File: src/core/vap_pkg.sv
// shared constants for the valve actuator position command block
package vap_pkg;
  localparam int CLK_HZ = 50_000_000;
  localparam int TICK_US = 1000;
  localparam int TICK_CYC = CLK_HZ / 1_000_000 * TICK_US;
  localparam int QUAL_MS = 20;
  localparam int QUAL_TICKS = (QUAL_MS * 1000 + TICK_US - 1) / TICK_US;
  localparam int HOLD_S = 5;
  localparam int HOLD_TICKS = HOLD_S * 1_000_000 / TICK_US;
  localparam int MAX_POS = 32;
  localparam int POS_W = 5;
  localparam int STEP_DIV = 2500;
  localparam int STEPS_PER_POS = 50;
  localparam int N_IN = 5;
  localparam int IN_PIN4 = 0;
  localparam int IN_PIN6 = 1;
  localparam int IN_UP = 2;
  localparam int IN_DOWN = 3;
  localparam int IN_HOME = 4;
  localparam logic [3:0] ADDR_CTRL = 4'h0;
  localparam logic [3:0] ADDR_STAT = 4'h4;
  localparam logic [3:0] ADDR_TGT = 4'h8;
  localparam int CTRL_MULTI_BIT = 0;
  localparam int CTRL_REV_BIT = 1;
  localparam int CTRL_NPOS_LSB = 8;
  localparam logic CTRL_MULTI_RST = 1'b0;
  localparam logic CTRL_REV_RST = 1'b0;
  localparam logic [4:0] CTRL_NPOS_RST = 5'h09;
  localparam int STAT_RUN_BIT = 8;
  localparam int STAT_CFG_BIT = 9;
  localparam int STAT_ATA_BIT = 10;
  localparam int STAT_ATB_BIT = 11;
  localparam logic [1:0] RESP_OKAY = 2'h0;
  localparam logic [1:0] RESP_SLVERR = 2'h2;
  localparam logic [4:0] POS_A = 5'h00;
  localparam logic [4:0] POS_B = 5'h01;
  typedef enum logic {
    VAP_IDLE = 1'b0,
    VAP_MOVE = 1'b1
  } vap_state_e;
endpackage

File: src/core/vap_top.sv
// valve actuator position command logic with register access
// Operation
// - two-position: A request held 20 ms moves to A
// - two-position: qualified B request moves to B
// - release of a request never starts motion, except remote home, which acts on release
// - a request is asserted when driven low
// - A output high at A, B high at B
// - multiposition: qualified step advances one, set direction
// - one action per assertion; release before next
// - multiposition: home rotates to position 1, set direction
// - home output low at position 1, else high
// - motor-run output low while moving, else high
// - request during move retargets to the new position
// - two-position: remote up goes to B
// - two-position: remote down goes to A
// - multiposition: remote up advances one position
// - multiposition: remote down goes back one
// - two-position: remote home goes to A
// - multiposition: remote home goes to position 1
// - remote home held 5 s enters configuration
// - remote up in configuration leaves configuration
// - position counter spans positions 1 to 32
`timescale 1ns/1ps
module vap_top #(
  parameter int TICK_CYCLES = vap_pkg::TICK_CYC,
  parameter int QUAL_TICKS = vap_pkg::QUAL_TICKS,
  parameter int HOLD_TICKS = vap_pkg::HOLD_TICKS,
  parameter int STEP_DIV = vap_pkg::STEP_DIV,
  parameter int STEPS_PER_POS = vap_pkg::STEPS_PER_POS
) (
  input wire logic clk_i,
  input wire logic rst_n_i,
  input wire logic req_a_home_n_i,
  input wire logic req_b_step_n_i,
  input wire logic btn_up_n_i,
  input wire logic btn_down_n_i,
  input wire logic btn_home_n_i,
  output logic fb_a_home_o,
  output logic fb_b_run_o,
  output logic motor_step_o,
  output logic motor_dir_o,
  output logic cfg_mode_o,
  output logic [4:0] position_o,
  input wire logic [3:0] s_axi_awaddr_i,
  input wire logic s_axi_awvalid_i,
  output logic s_axi_awready_o,
  input wire logic [31:0] s_axi_wdata_i,
  input wire logic [3:0] s_axi_wstrb_i,
  input wire logic s_axi_wvalid_i,
  output logic s_axi_wready_o,
  output logic [1:0] s_axi_bresp_o,
  output logic s_axi_bvalid_o,
  input wire logic s_axi_bready_i,
  input wire logic [3:0] s_axi_araddr_i,
  input wire logic s_axi_arvalid_i,
  output logic s_axi_arready_o,
  output logic [31:0] s_axi_rdata_o,
  output logic [1:0] s_axi_rresp_o,
  output logic s_axi_rvalid_o,
  input wire logic s_axi_rready_i
);
  localparam int TW = $clog2(TICK_CYCLES);
  localparam int HW = $clog2(HOLD_TICKS + 1);
  if (TICK_CYCLES < 2 || HOLD_TICKS < 2) begin : g_bad
    $error("tick divider and hold count must be at least two");
  end

  // 1 ms enable from the system clock
  // free running, so the first tick of a request may be partial
  logic [TW-1:0] tick_cnt_reg;
  logic tick_reg;
  wire tick_end = tick_cnt_reg == TW'(TICK_CYCLES - 1);
  always_ff @(posedge clk_i or negedge rst_n_i) begin
    if (!rst_n_i) begin
      tick_cnt_reg <= '0;
      tick_reg <= 1'b0;
    end else begin
      tick_cnt_reg <= tick_end ? '0 : tick_cnt_reg + 1'b1;
      tick_reg <= tick_end;
    end
  end

  // low-active pins are qualified in one place
  wire [4:0] raw_n = {btn_home_n_i, btn_down_n_i, btn_up_n_i,
                      req_b_step_n_i, req_a_home_n_i};
  logic [4:0] lvl;
  logic [4:0] prs;
  vap_qual #(
    .N(vap_pkg::N_IN),
    .QUAL(QUAL_TICKS)
  ) u_qual (
    .clk_i(clk_i),
    .rst_n_i(rst_n_i),
    .tick_i(tick_reg),
    .in_n_i(raw_n),
    .level_o(lvl),
    .press_o(prs)
  );

  // control register
  logic ctrl_multi_reg;
  logic ctrl_rev_reg;
  logic [4:0] ctrl_npos_reg;
  wire multi = ctrl_multi_reg;
  // two-position travel only ever spans A and B
  wire [4:0] last = multi ? ctrl_npos_reg : vap_pkg::POS_B;

  // remote home: action on release, or configuration after long hold
  logic [HW-1:0] hold_reg;
  logic home_prev_reg;
  logic cfg_reg;
  wire hold_full = hold_reg == HW'(HOLD_TICKS);
  wire home_rel = home_prev_reg & ~lvl[vap_pkg::IN_HOME];
  wire cfg_enter = lvl[vap_pkg::IN_HOME] & ~cfg_reg & tick_reg
                   & (hold_reg == HW'(HOLD_TICKS - 1));
  wire cfg_exit = cfg_reg & prs[vap_pkg::IN_UP];
  // hold count saturates, so a very long hold never turns back into an action
  wire home_act = home_rel & ~hold_full & ~cfg_reg;
  always_ff @(posedge clk_i or negedge rst_n_i) begin
    if (!rst_n_i) begin
      hold_reg <= '0;
      home_prev_reg <= 1'b0;
    end else begin
      home_prev_reg <= lvl[vap_pkg::IN_HOME];
      if (!lvl[vap_pkg::IN_HOME]) begin
        hold_reg <= '0;
      end else if (tick_reg && !hold_full) begin
        hold_reg <= hold_reg + 1'b1;
      end
    end
  end
  always_ff @(posedge clk_i or negedge rst_n_i) begin
    if (!rst_n_i) begin
      cfg_reg <= 1'b0;
    end else if (cfg_enter) begin
      cfg_reg <= 1'b1;
    end else if (cfg_exit) begin
      cfg_reg <= 1'b0;
    end
  end

  // position tracking
  // the last position wraps to position 1 going forward, and position 1 to the last going back
  function automatic logic [4:0] fwd(input logic [4:0] p, input logic [4:0] l);
    fwd = (p >= l) ? 5'h00 : p + 5'h01;
  endfunction
  function automatic logic [4:0] bwd(input logic [4:0] p, input logic [4:0] l);
    bwd = (p == 5'h00) ? l : p - 5'h01;
  endfunction

  vap_pkg::vap_state_e state_reg;
  vap_pkg::vap_state_e state_next;
  logic [4:0] pos_reg;
  logic [4:0] tgt_reg;
  logic mdir_reg;
  logic pos_done;
  wire moving = state_reg == vap_pkg::VAP_MOVE;
  // a retarget during motion is counted from the pending target
  wire [4:0] base = moving ? tgt_reg : pos_reg;
  wire rev = ctrl_rev_reg;
  // buttons are ignored for positioning while configuring
  wire up_cmd = prs[vap_pkg::IN_UP] & ~cfg_reg;
  wire dn_cmd = prs[vap_pkg::IN_DOWN] & ~cfg_reg;

  wire go_a = prs[vap_pkg::IN_PIN4] | dn_cmd | home_act;
  wire go_b = prs[vap_pkg::IN_PIN6] | up_cmd;
  wire m_home = prs[vap_pkg::IN_PIN4] | home_act;
  wire m_step = prs[vap_pkg::IN_PIN6];
  wire [4:0] step_tgt = rev ? bwd(base, last) : fwd(base, last);

  // press pulses, plus the remote home release; no other release loads a target
  wire load = multi ? (m_home | m_step | up_cmd | dn_cmd)
                    : (go_a | go_b);
  wire [4:0] tgt_2p = go_a ? vap_pkg::POS_A : vap_pkg::POS_B;
  wire [4:0] tgt_mp = m_home ? 5'h00 :
                      m_step ? step_tgt :
                      up_cmd ? fwd(base, last) :
                      bwd(base, last);
  // up outranks down, so a press of both must still travel forward
  wire dir_mp = (m_home | m_step) ? rev : ~up_cmd;
  wire [4:0] tgt_new = multi ? tgt_mp : tgt_2p;
  wire dir_new = multi ? dir_mp : go_a;
  wire [4:0] tgt_eff = load ? tgt_new : tgt_reg;
  wire dir_eff = load ? dir_new : mdir_reg;
  wire [4:0] pos_adv = !pos_done ? pos_reg :
                       mdir_reg ? bwd(pos_reg, last) : fwd(pos_reg, last);

  always_comb begin
    state_next = state_reg;
    unique case (state_reg)
      vap_pkg::VAP_IDLE: begin
        if (load && tgt_new != pos_reg) begin
          state_next = vap_pkg::VAP_MOVE;
        end
      end
      vap_pkg::VAP_MOVE: begin
        if (tgt_eff == pos_adv) begin
          state_next = vap_pkg::VAP_IDLE;
        end
      end
    endcase
  end

  always_ff @(posedge clk_i or negedge rst_n_i) begin
    if (!rst_n_i) begin
      state_reg <= vap_pkg::VAP_IDLE;
      pos_reg <= vap_pkg::POS_A;
      tgt_reg <= vap_pkg::POS_A;
      mdir_reg <= 1'b0;
    end else begin
      state_reg <= state_next;
      pos_reg <= pos_adv;
      tgt_reg <= tgt_eff;
      mdir_reg <= dir_eff;
    end
  end

  vap_motor #(
    .STEP_DIV(STEP_DIV),
    .STEPS_PER_POS(STEPS_PER_POS)
  ) u_motor (
    .clk_i(clk_i),
    .rst_n_i(rst_n_i),
    .en_i(moving),
    .dir_i(mdir_reg),
    .step_o(motor_step_o),
    .dir_o(motor_dir_o),
    .pos_done_o(pos_done)
  );

  // discrete feedback, pins 1 and 3
  // two-position flags wait for idle, so a move away drops them at once
  wire at_a = ~moving & (pos_reg == vap_pkg::POS_A);
  wire at_b = ~moving & (pos_reg == vap_pkg::POS_B);
  wire at_home = pos_reg == 5'h00;
  wire pin1_next = multi ? ~at_home : at_a;
  wire pin3_next = multi ? ~moving : at_b;
  always_ff @(posedge clk_i or negedge rst_n_i) begin
    if (!rst_n_i) begin
      fb_a_home_o <= 1'b0;
      fb_b_run_o <= 1'b0;
      cfg_mode_o <= 1'b0;
      position_o <= 5'h00;
    end else begin
      fb_a_home_o <= pin1_next;
      fb_b_run_o <= pin3_next;
      cfg_mode_o <= cfg_reg;
      position_o <= pos_reg;
    end
  end

  // register slave: write takes address and data together
  logic [3:0] waddr_reg;
  logic [31:0] wdata_reg;
  logic [3:0] wstrb_reg;
  logic wr_do_reg;
  // one write in flight: no new take until the response has gone
  wire aw_take = s_axi_awvalid_i & s_axi_wvalid_i & ~s_axi_awready_o
                 & ~wr_do_reg & ~s_axi_bvalid_o;
  wire wr_ctrl = wr_do_reg & (waddr_reg == vap_pkg::ADDR_CTRL);
  wire wr_map = (waddr_reg == vap_pkg::ADDR_CTRL)
                | (waddr_reg == vap_pkg::ADDR_STAT)
                | (waddr_reg == vap_pkg::ADDR_TGT);
  always_ff @(posedge clk_i or negedge rst_n_i) begin
    if (!rst_n_i) begin
      s_axi_awready_o <= 1'b0;
      s_axi_wready_o <= 1'b0;
      wr_do_reg <= 1'b0;
      waddr_reg <= 4'h0;
      wdata_reg <= 32'h0000_0000;
      wstrb_reg <= 4'h0;
    end else begin
      s_axi_awready_o <= aw_take;
      s_axi_wready_o <= aw_take;
      wr_do_reg <= aw_take;
      if (aw_take) begin
        waddr_reg <= s_axi_awaddr_i;
        wdata_reg <= s_axi_wdata_i;
        wstrb_reg <= s_axi_wstrb_i;
      end
    end
  end
  always_ff @(posedge clk_i or negedge rst_n_i) begin
    if (!rst_n_i) begin
      s_axi_bvalid_o <= 1'b0;
      s_axi_bresp_o <= vap_pkg::RESP_OKAY;
    end else if (wr_do_reg) begin
      s_axi_bvalid_o <= 1'b1;
      s_axi_bresp_o <= wr_map ? vap_pkg::RESP_OKAY : vap_pkg::RESP_SLVERR;
    end else if (s_axi_bready_i) begin
      s_axi_bvalid_o <= 1'b0;
    end
  end
  always_ff @(posedge clk_i or negedge rst_n_i) begin
    if (!rst_n_i) begin
      ctrl_multi_reg <= vap_pkg::CTRL_MULTI_RST;
      ctrl_rev_reg <= vap_pkg::CTRL_REV_RST;
      ctrl_npos_reg <= vap_pkg::CTRL_NPOS_RST;
    end else if (wr_ctrl) begin
      if (wstrb_reg[0]) begin
        ctrl_multi_reg <= wdata_reg[vap_pkg::CTRL_MULTI_BIT];
        ctrl_rev_reg <= wdata_reg[vap_pkg::CTRL_REV_BIT];
      end
      if (wstrb_reg[1]) begin
        ctrl_npos_reg <= wdata_reg[vap_pkg::CTRL_NPOS_LSB +: 5];
      end
    end
  end

  // read channel
  // read data are captured with the address and held until taken
  wire ar_take = s_axi_arvalid_i & ~s_axi_arready_o & ~s_axi_rvalid_o;
  wire [31:0] ctrl_val = {19'h0, ctrl_npos_reg, 6'h00, ctrl_rev_reg, ctrl_multi_reg};
  wire [31:0] stat_val = {20'h0, at_b, at_a, cfg_reg, moving, 3'h0, pos_reg};
  wire [31:0] tgt_val = {27'h0, tgt_reg};
  wire rd_ctrl = s_axi_araddr_i == vap_pkg::ADDR_CTRL;
  wire rd_stat = s_axi_araddr_i == vap_pkg::ADDR_STAT;
  wire rd_tgt = s_axi_araddr_i == vap_pkg::ADDR_TGT;
  wire rd_map = rd_ctrl | rd_stat | rd_tgt;
  wire [31:0] rd_val = rd_ctrl ? ctrl_val :
                       rd_stat ? stat_val :
                       rd_tgt ? tgt_val : 32'h0000_0000;
  always_ff @(posedge clk_i or negedge rst_n_i) begin
    if (!rst_n_i) begin
      s_axi_arready_o <= 1'b0;
      s_axi_rvalid_o <= 1'b0;
      s_axi_rdata_o <= 32'h0000_0000;
      s_axi_rresp_o <= vap_pkg::RESP_OKAY;
    end else begin
      s_axi_arready_o <= ar_take;
      if (ar_take) begin
        s_axi_rvalid_o <= 1'b1;
        s_axi_rdata_o <= rd_val;
        s_axi_rresp_o <= rd_map ? vap_pkg::RESP_OKAY : vap_pkg::RESP_SLVERR;
      end else if (s_axi_rready_i) begin
        s_axi_rvalid_o <= 1'b0;
      end
    end
  end
endmodule

File: src/core/vap_qual.sv
// input synchroniser and assertion-time qualifier, one lane per input
`timescale 1ns/1ps
module vap_qual #(
  parameter int N = 5,
  parameter int QUAL = 20
) (
  input wire logic clk_i,
  input wire logic rst_n_i,
  input wire logic tick_i,
  input wire logic [N-1:0] in_n_i,
  output logic [N-1:0] level_o,
  output logic [N-1:0] press_o
);
  localparam int CW = $clog2(QUAL + 1) + 1;
  if (QUAL < 1) begin : g_bad
    $error("QUAL must be at least one tick");
  end
  genvar g;
  for (g = 0; g < N; g++) begin : g_lane
    logic s1_reg;
    logic s2_reg;
    logic lvl_reg;
    logic prs_reg;
    logic [CW-1:0] cnt_reg;
    wire asserted = ~s2_reg;
    // one extra tick so a partial first tick never shortens the minimum
    wire done = tick_i & ~lvl_reg & (cnt_reg == CW'(QUAL));
    always_ff @(posedge clk_i or negedge rst_n_i) begin
      if (!rst_n_i) begin
        s1_reg <= 1'b1;
        s2_reg <= 1'b1;
      end else begin
        s1_reg <= in_n_i[g];
        s2_reg <= s1_reg;
      end
    end
    always_ff @(posedge clk_i or negedge rst_n_i) begin
      if (!rst_n_i) begin
        cnt_reg <= '0;
        lvl_reg <= 1'b0;
        prs_reg <= 1'b0;
      end else if (!asserted) begin
        cnt_reg <= '0;
        lvl_reg <= 1'b0;
        prs_reg <= 1'b0;
      end else begin
        if (tick_i && !lvl_reg) begin
          cnt_reg <= cnt_reg + 1'b1;
        end
        lvl_reg <= lvl_reg | done;
        prs_reg <= done;
      end
    end
    assign level_o[g] = lvl_reg;
    assign press_o[g] = prs_reg;
  end
endmodule

File: src/core/vap_motor.sv
// stepper pulse generator; reports each whole position travelled
`timescale 1ns/1ps
module vap_motor #(
  parameter int STEP_DIV = 2500,
  parameter int STEPS_PER_POS = 50
) (
  input wire logic clk_i,
  input wire logic rst_n_i,
  input wire logic en_i,
  input wire logic dir_i,
  output logic step_o,
  output logic dir_o,
  output logic pos_done_o
);
  localparam int DW = $clog2(STEP_DIV);
  localparam int SW = $clog2(STEPS_PER_POS);
  if (STEP_DIV < 2 || STEPS_PER_POS < 2) begin : g_bad
    $error("motor divider and step count must be at least two");
  end
  logic [DW-1:0] div_reg;
  logic [SW-1:0] stp_reg;
  wire div_end = div_reg == DW'(STEP_DIV - 1);
  wire stp_end = stp_reg == SW'(STEPS_PER_POS - 1);
  always_ff @(posedge clk_i or negedge rst_n_i) begin
    if (!rst_n_i) begin
      div_reg <= '0;
      stp_reg <= '0;
      step_o <= 1'b0;
      dir_o <= 1'b0;
      pos_done_o <= 1'b0;
    end else begin
      dir_o <= dir_i;
      step_o <= en_i & div_end;
      pos_done_o <= en_i & div_end & stp_end;
      if (!en_i) begin
        div_reg <= '0;
        stp_reg <= '0;
      end else if (div_end) begin
        div_reg <= '0;
        stp_reg <= stp_end ? '0 : stp_reg + 1'b1;
      end else begin
        div_reg <= div_reg + 1'b1;
      end
    end
  end
endmodule

File: config.mk
export PLATFORM = sky130hd
export DESIGN_NAME = vap_top
export DESIGN_NICKNAME = d
export VERILOG_FILES = /design/src/core/vap_pkg.sv /design/src/core/vap_top.sv /design/src/core/vap_qual.sv /design/src/core/vap_motor.sv
export SDC_FILE = /design/constraint.sdc
export NUM_CORES = 1
export LEC_CHECK = 0
export ABC_CLOCK_PERIOD_IN_PS = 4130
export BUFFER_PORTS_ARGS = -buffer_cell sky130_fd_sc_hd__buf_2
export CAP_MARGIN = 5
export CORE_MARGIN = 5
export CORE_UTILIZATION = 40
export CTS_CLUSTER_DIAMETER = 100
export DETAILED_ROUTE_END_ITERATION = 10
export PLACE_DENSITY = 0.69
export SYNTH_ARGS = -nofsm -noshare
export SYNTH_HDL_FRONTEND = slang
export SYNTH_SLANG_ARGS = --single-unit
File: constraint.sdc
create_clock -name clk_i -period 4.13 [get_ports clk_i]
set_input_delay 0.826 -clock clk_i [delete_from_list [all_inputs] [get_ports clk_i]]
set_output_delay 0.826 -clock clk_i [all_outputs]
set_load 0.01 [all_outputs]
### After elaboration in Yosys (flattened, before gate mapping)

Index checks and enable logic that the tools add are counted.
W data, S select, Z words.

* muxes and demuxes: 61
* bitwise logic cells: 61
* reductions and logical operators: 27
* add/subtract/negate cells: 13
* order comparisons: 2
* equality and inequality tests: 19

Operators with widths (number)
* $mux W6: 13
* $mux W5: 15
* $mux W13: 3
* $add A6 B1 Y6 const B: 6
* $mux W12: 3
* $and A1 B1 Y1: 30
* $eq A6 B5 Y1 const B: 5
* $eq A13 B13 Y1 const B: 2
* $mux W1: 23
* $or A1 B1 Y1: 17
* $add A16 B1 Y16 const B: 1
* $eq A16 B16 Y1 const B: 1
* $mux W16: 1
* $reduce_bool A2 Y1: 8
* $not A1 Y1: 14
* $add A13 B1 Y13 const B: 1
* $add A12 B1 Y12 const B: 1
* $eq A12 B12 Y1 const B: 1
* $add A5 B1 Y5 const B: 2
* $ge A5 B5 Y1: 2
* $logic_not A5 Y1: 2
* $sub A5 B1 Y5 const B: 2
* $eq A4 B3 Y1 const B: 2
* $eq A4 B4 Y1 const B: 2
* other kinds (12): 26

* bits in registers: 188

### Depth between registers and ports, before layout

* depth after elaboration: 13
* gate-level depth with buffers: 12
* depth with buffers taken out: 11

### Modules after synthesis

Synthesis repeated with hierarchy kept, for this count alone.

* cells, all modules: 827
* area, all modules: 8599.5 sq um

Modules (own cells, without submodules)
* vap_top: cells each 521, area each 5241.3 sq um, times used 1, sequential area each 2204.6 sq um
* vap_qual: cells each 216, area each 2362.3 sq um, times used 1, sequential area each 1263.7 sq um
* vap_motor: cells each 90, area each 996.0 sq um, times used 1, sequential area each 525.5 sq um

### Least setup slack after synthesis

OpenSTA, ideal clock, no wires.

* kind: register to register
* from: register pos_reg[0]
* to: register state_reg (netlist: moving)
* path slack: 1214 ps
* buffers on the path: 1
* required time: 3997 ps
* arrival: 2783 ps
* stages on the path, launching flop included: 12
* path through: dfrtp_1 -> clkbuf_1 -> mux2i_1 -> ha_1 -> or4b_4 -> a21oi_2 -> mux2i_1 -> nand3_2 -> a31oi_1 -> or4_1 -> o31ai_1 -> a32oi_1

* cells in the longest elaborated chain, start to end: 11

Ends and longest elaborated chain
* from (decl): RTL line vap_top.sv:153 `logic [4:0] pos_reg;`
* from (signal assigned): RTL line vap_top.sv:207 `pos_reg <= vap_pkg::POS_A;`
* from (signal assigned): RTL line vap_top.sv:212 `pos_reg <= pos_adv;`
* $mux W5: RTL line vap_top.sv:159 `wire [4:0] base = moving ? tgt_reg : pos_reg;`
* $sub A5 B1 Y5 (tied with other cells): RTL line vap_top.sv:148 `bwd = (p == 5'h00) ? l : p - 5'h01;`
* $mux W5 (on tied branches): RTL line vap_top.sv:148, vap_top.sv:145
* $mux W5 (on tied branches): RTL line vap_top.sv:177, vap_top.sv:169
* $mux W5: RTL line vap_top.sv:176 `m_step ? step_tgt :`
* $mux W5: RTL line vap_top.sv:175 `wire [4:0] tgt_mp = m_home ? 5'h00 :`
* $mux W5: RTL line vap_top.sv:181 `wire [4:0] tgt_new = multi ? tgt_mp : tgt_2p;`
* $mux W5 / $ne A5 B5 Y1 (equally long branches): RTL line vap_top.sv:183, vap_top.sv:192
* $eq A5 B5 Y1 / $logic_and A1 B1 Y1 (equally long branches): RTL line vap_top.sv:197, vap_top.sv:192
* $mux W1 (on tied branches): RTL line vap_top.sv:197, vap_top.sv:192
* $pmux W1 S2 *: RTL line vap_top.sv:190 `unique case (state_reg)`
* named net state_next: RTL line vap_top.sv:152 `vap_pkg::vap_state_e state_next;`
* to (signal assigned): RTL line vap_top.sv:206 `state_reg <= vap_pkg::VAP_IDLE;`
* to (signal assigned): RTL line vap_top.sv:211 `state_reg <= state_next;`
* to (decl): RTL line vap_top.sv:151 `vap_pkg::vap_state_e state_reg;`

Mark *: on every way through the listed nets, which the timed path passes. The rest lies on a longest branch.
A chain may end at the register's enable or synchronous reset.

### Final worst setup path

* from: register state_reg (netlist: moving)
* to: register state_reg (netlist: moving)

* cells in the longest elaborated chain, start to end: 11

Ends and longest elaborated chain (RTL line)
* $mux W5: vap_top.sv:159
* $sub A5 B1 Y5 (tied with other cells): vap_top.sv:148
* $mux W5 (on tied branches): vap_top.sv:148, vap_top.sv:145
* $mux W5 (on tied branches): vap_top.sv:177, vap_top.sv:169
* $mux W5: vap_top.sv:176
* $mux W5: vap_top.sv:175
* $mux W5: vap_top.sv:181
* $mux W5 / $ne A5 B5 Y1 (equally long branches): vap_top.sv:183, vap_top.sv:192
* $eq A5 B5 Y1 / $logic_and A1 B1 Y1 (equally long branches): vap_top.sv:197, vap_top.sv:192
* $mux W1 (on tied branches): vap_top.sv:197, vap_top.sv:192
* $pmux W1 S2 *: vap_top.sv:190
* named net state_next: vap_top.sv:152

Marked as above.

==> results.json <==
{
  "fin_cells": 1139,
  "core_area_um2": 20000,
  "cts.sinks": 158,
  "fill_cells": 1932,
  "grt_pass1_vias": 5646,
  "cts_setup_buffers": 0,
  "drv_cap": 0,
  "dr.first_iter.drc_count": 344,
  "hold_violations": 0,
  "synth-edff-count": 0,
  "crit_arrival_ns": 3.71,
  "initial_utilization_pct": 40.3,
  "ant_nets": 0,
  "status": "complete, no violations",
  "slew_headroom_pct": 52.5,
  "synthFlopType": "dfrtp_1",
  "synth_top_area_cell": "dfrtp_1",
  "rsz0062_at_grt": "no",
  "remaining_drc_errors": 0,
  "detail_route.first_pass.iterations": 5,
  "synth_warnings": 0,
  "track_usage_pct": 13.7,
  "clk_pin_slew_worst_paths_ns": 0.06,
  "dpl.hpwl_mm": 11.0,
  "postCtsResizedCells": 0,
  "via_count": 5708,
  "htree_levels": 4,
  "p_leak_nw": 4.24,
  "die_w_um": 152,
  "place_inst": 1107,
  "fin_nets": 941,
  "hold_class": "register to register",
  "io_pins": 107,
  "fin_skew_ns": 0.0110,
  "period_needed_ns": 3.42,
  "antenna_found_initial": 0,
  "crit_type": "register to register",
  "area_delta_synth_final_pct": 12.9,
  "layout_commonest_cell": "dfrtp_1",
  "drv_slew": 0,
  "synthArstFlopShare_pct": 100,
  "cts_inserted_buffers": 17,
  "max_freq_mhz": 292,
  "synth_cell_types": 69,
  "cts.path.max_buffers": 2,
  "grt_overflow_total": 0,
  "tns_ns": 0,
  "yosysTopAreaCellShare_pct": 45.2,
  "critPathRequiredTime_ns": 4.42,
  "largest_reg_flops": 30,
  "die_area_um2": 23100,
  "portBuffers": 55,
  "worstSetupStartpointType": "register",
  "cts_tree": "yes",
  "netlist_area_um2": 8080,
  "setup_viol": 0,
  "end_kind": "register",
  "die_h_um": 152,
  "syn_area_per_cell_um2": 10.1,
  "via_per_inst": 5.01,
  "whs_ns": 0.355,
  "powerDensity_nw_per_um2": 395,
  "period_share_pct": 82.9,
  "wl_mm": 15.5,
  "clk_latency_ns": 0.42,
  "synthTopCellsByArea": "dfrtp_1, ha_1, nor2_1, dfstp_2, xnor2_1",
  "ctsRootBufferMaster": "clkbuf_16",
  "synth_seq_cells": 158,
  "wl_per_cell_um": 13.6,
  "layout-drive-gt1-share_pct": 16.1,
  "grt_max_degree": 80,
  "grt_pass1_wl_mm": 26.8,
  "n_antenna_cell": 0,
  "yosysSeqAreaShare_pct": 49.1,
  "ir_drop_mv": 0.271,
  "rrSetupSlack_ns": 0.71,
  "netlist_instances": 803,
  "tightest_slew_ns": 0.713,
  "p_total_mw": 3.60,
  "gp_congestion": 0.912,
  "num_rows": 52,
  "layout_common_cells": "dfrtp_1, nor2_1, nand2_1",
  "hold_buffers": 0,
  "critPathMaxFanout": 11
}
power by group:
group | total [mW] | switching [mW] | internal, mW
registers | 1.72 | 0.0711 | 1.65
clock network | 1.54 | 0.611 | 0.926
logic | 0.349 | 0.206 | 0.143
total | 3.60 | 0.889 | 2.71
stage by stage:
step	worst slack [ns]	utilization [%]	cell area [µm²]
CTS	0.778	45.5	9120
detailed placement	0.800	42.5	8530
global placement	0.900	42.5	8530
finish	0.706	45.5	9120
floorplan	1.21	-	8160
global route	0.602	45.5	9120
layout make-up:
type                       instances  area [µm²]  share of cell area (%)
sequential                       158        3970                    43.5
timing repair buffer              63         342                    3.75
inverter                          43         161                    1.77
tap                              270         338                    3.71
clock inverter                     8        78.8                   0.865
clock buffer                      24         512                    5.61
multi-input combinational        573        3720                    40.8
critical path, cell delays in order (launching register included):
cell and delay [ns]:
dfrtp_1 0.63, mux2i_1 0.44, ha_1 0.29, or4b_4 0.49, a21oi_2 0.25, mux2i_1 0.13
nand3_2 0.12, a31oi_1 0.09, or4_1 0.50, o31ai_1 0.28, a32oi_1 0.08
final timing paths:
check,startpoint,endpoint,cells after the start
max in group asynchronous,rst_n_i,tgt_reg[3]$_DFF_PN0_,2
min,u_qual.g_lane[4].s1_reg$_DFF_PN1_,u_qual.g_lane[4].s2_reg$_DFF_PN1_,0
max reg2reg,moving$_DFF_PN0_,moving$_DFF_PN0_,10
max,moving$_DFF_PN0_,moving$_DFF_PN0_,10
min reg2reg,u_qual.g_lane[4].s1_reg$_DFF_PN1_,u_qual.g_lane[4].s2_reg$_DFF_PN1_,0
min in group asynchronous,rst_n_i,tick_cnt_reg[9]$_DFF_PN0_,1
per-layer routing:
metal  track usage, %  share of wire [%]  vias to the layer above
met5                0                  0                        -
li1                 -                  -                     2830
met3             4.04                4.2                       12
met4             3.34               0.89                        0
met2             21.9                 47                      111
met1             18.4                 48                     2755
kinds of logic after synthesis:
| group | count (synthesis) | share of synthesized area, % |
|---|---|---|
| AND/OR/NAND/NOR | 297 | 18.5 |
| flip-flops | 158 | 49.1 |
| AO/OA/AOI/OAI | 121 | 9.93 |
| buffers and inverters | 95 | 5.98 |
| XOR/XNOR | 69 | 7.48 |
| multiplexers | 33 | 4.43 |
| adder cells (fa/ha/maj) | 29 | 4.49 |
| other | 1 | 0.0464 |
cell usage after synthesis, types with 12 or more instances:
cell	number
dfstp_2	12
nor3_1	17
and2_1	13
dfrtp_1	146
o21ai_0	34
nand2_1	62
clkbuf_1	16
buf_4	28
xor2_1	33
ha_1	29
nand4_1	22
a21oi_1	27
mux2_2	22
xnor2_1	36
inv_1	42
nand3_1	33
nor2_1	89
Note: power is estimated with default switching activity, not from simulation.
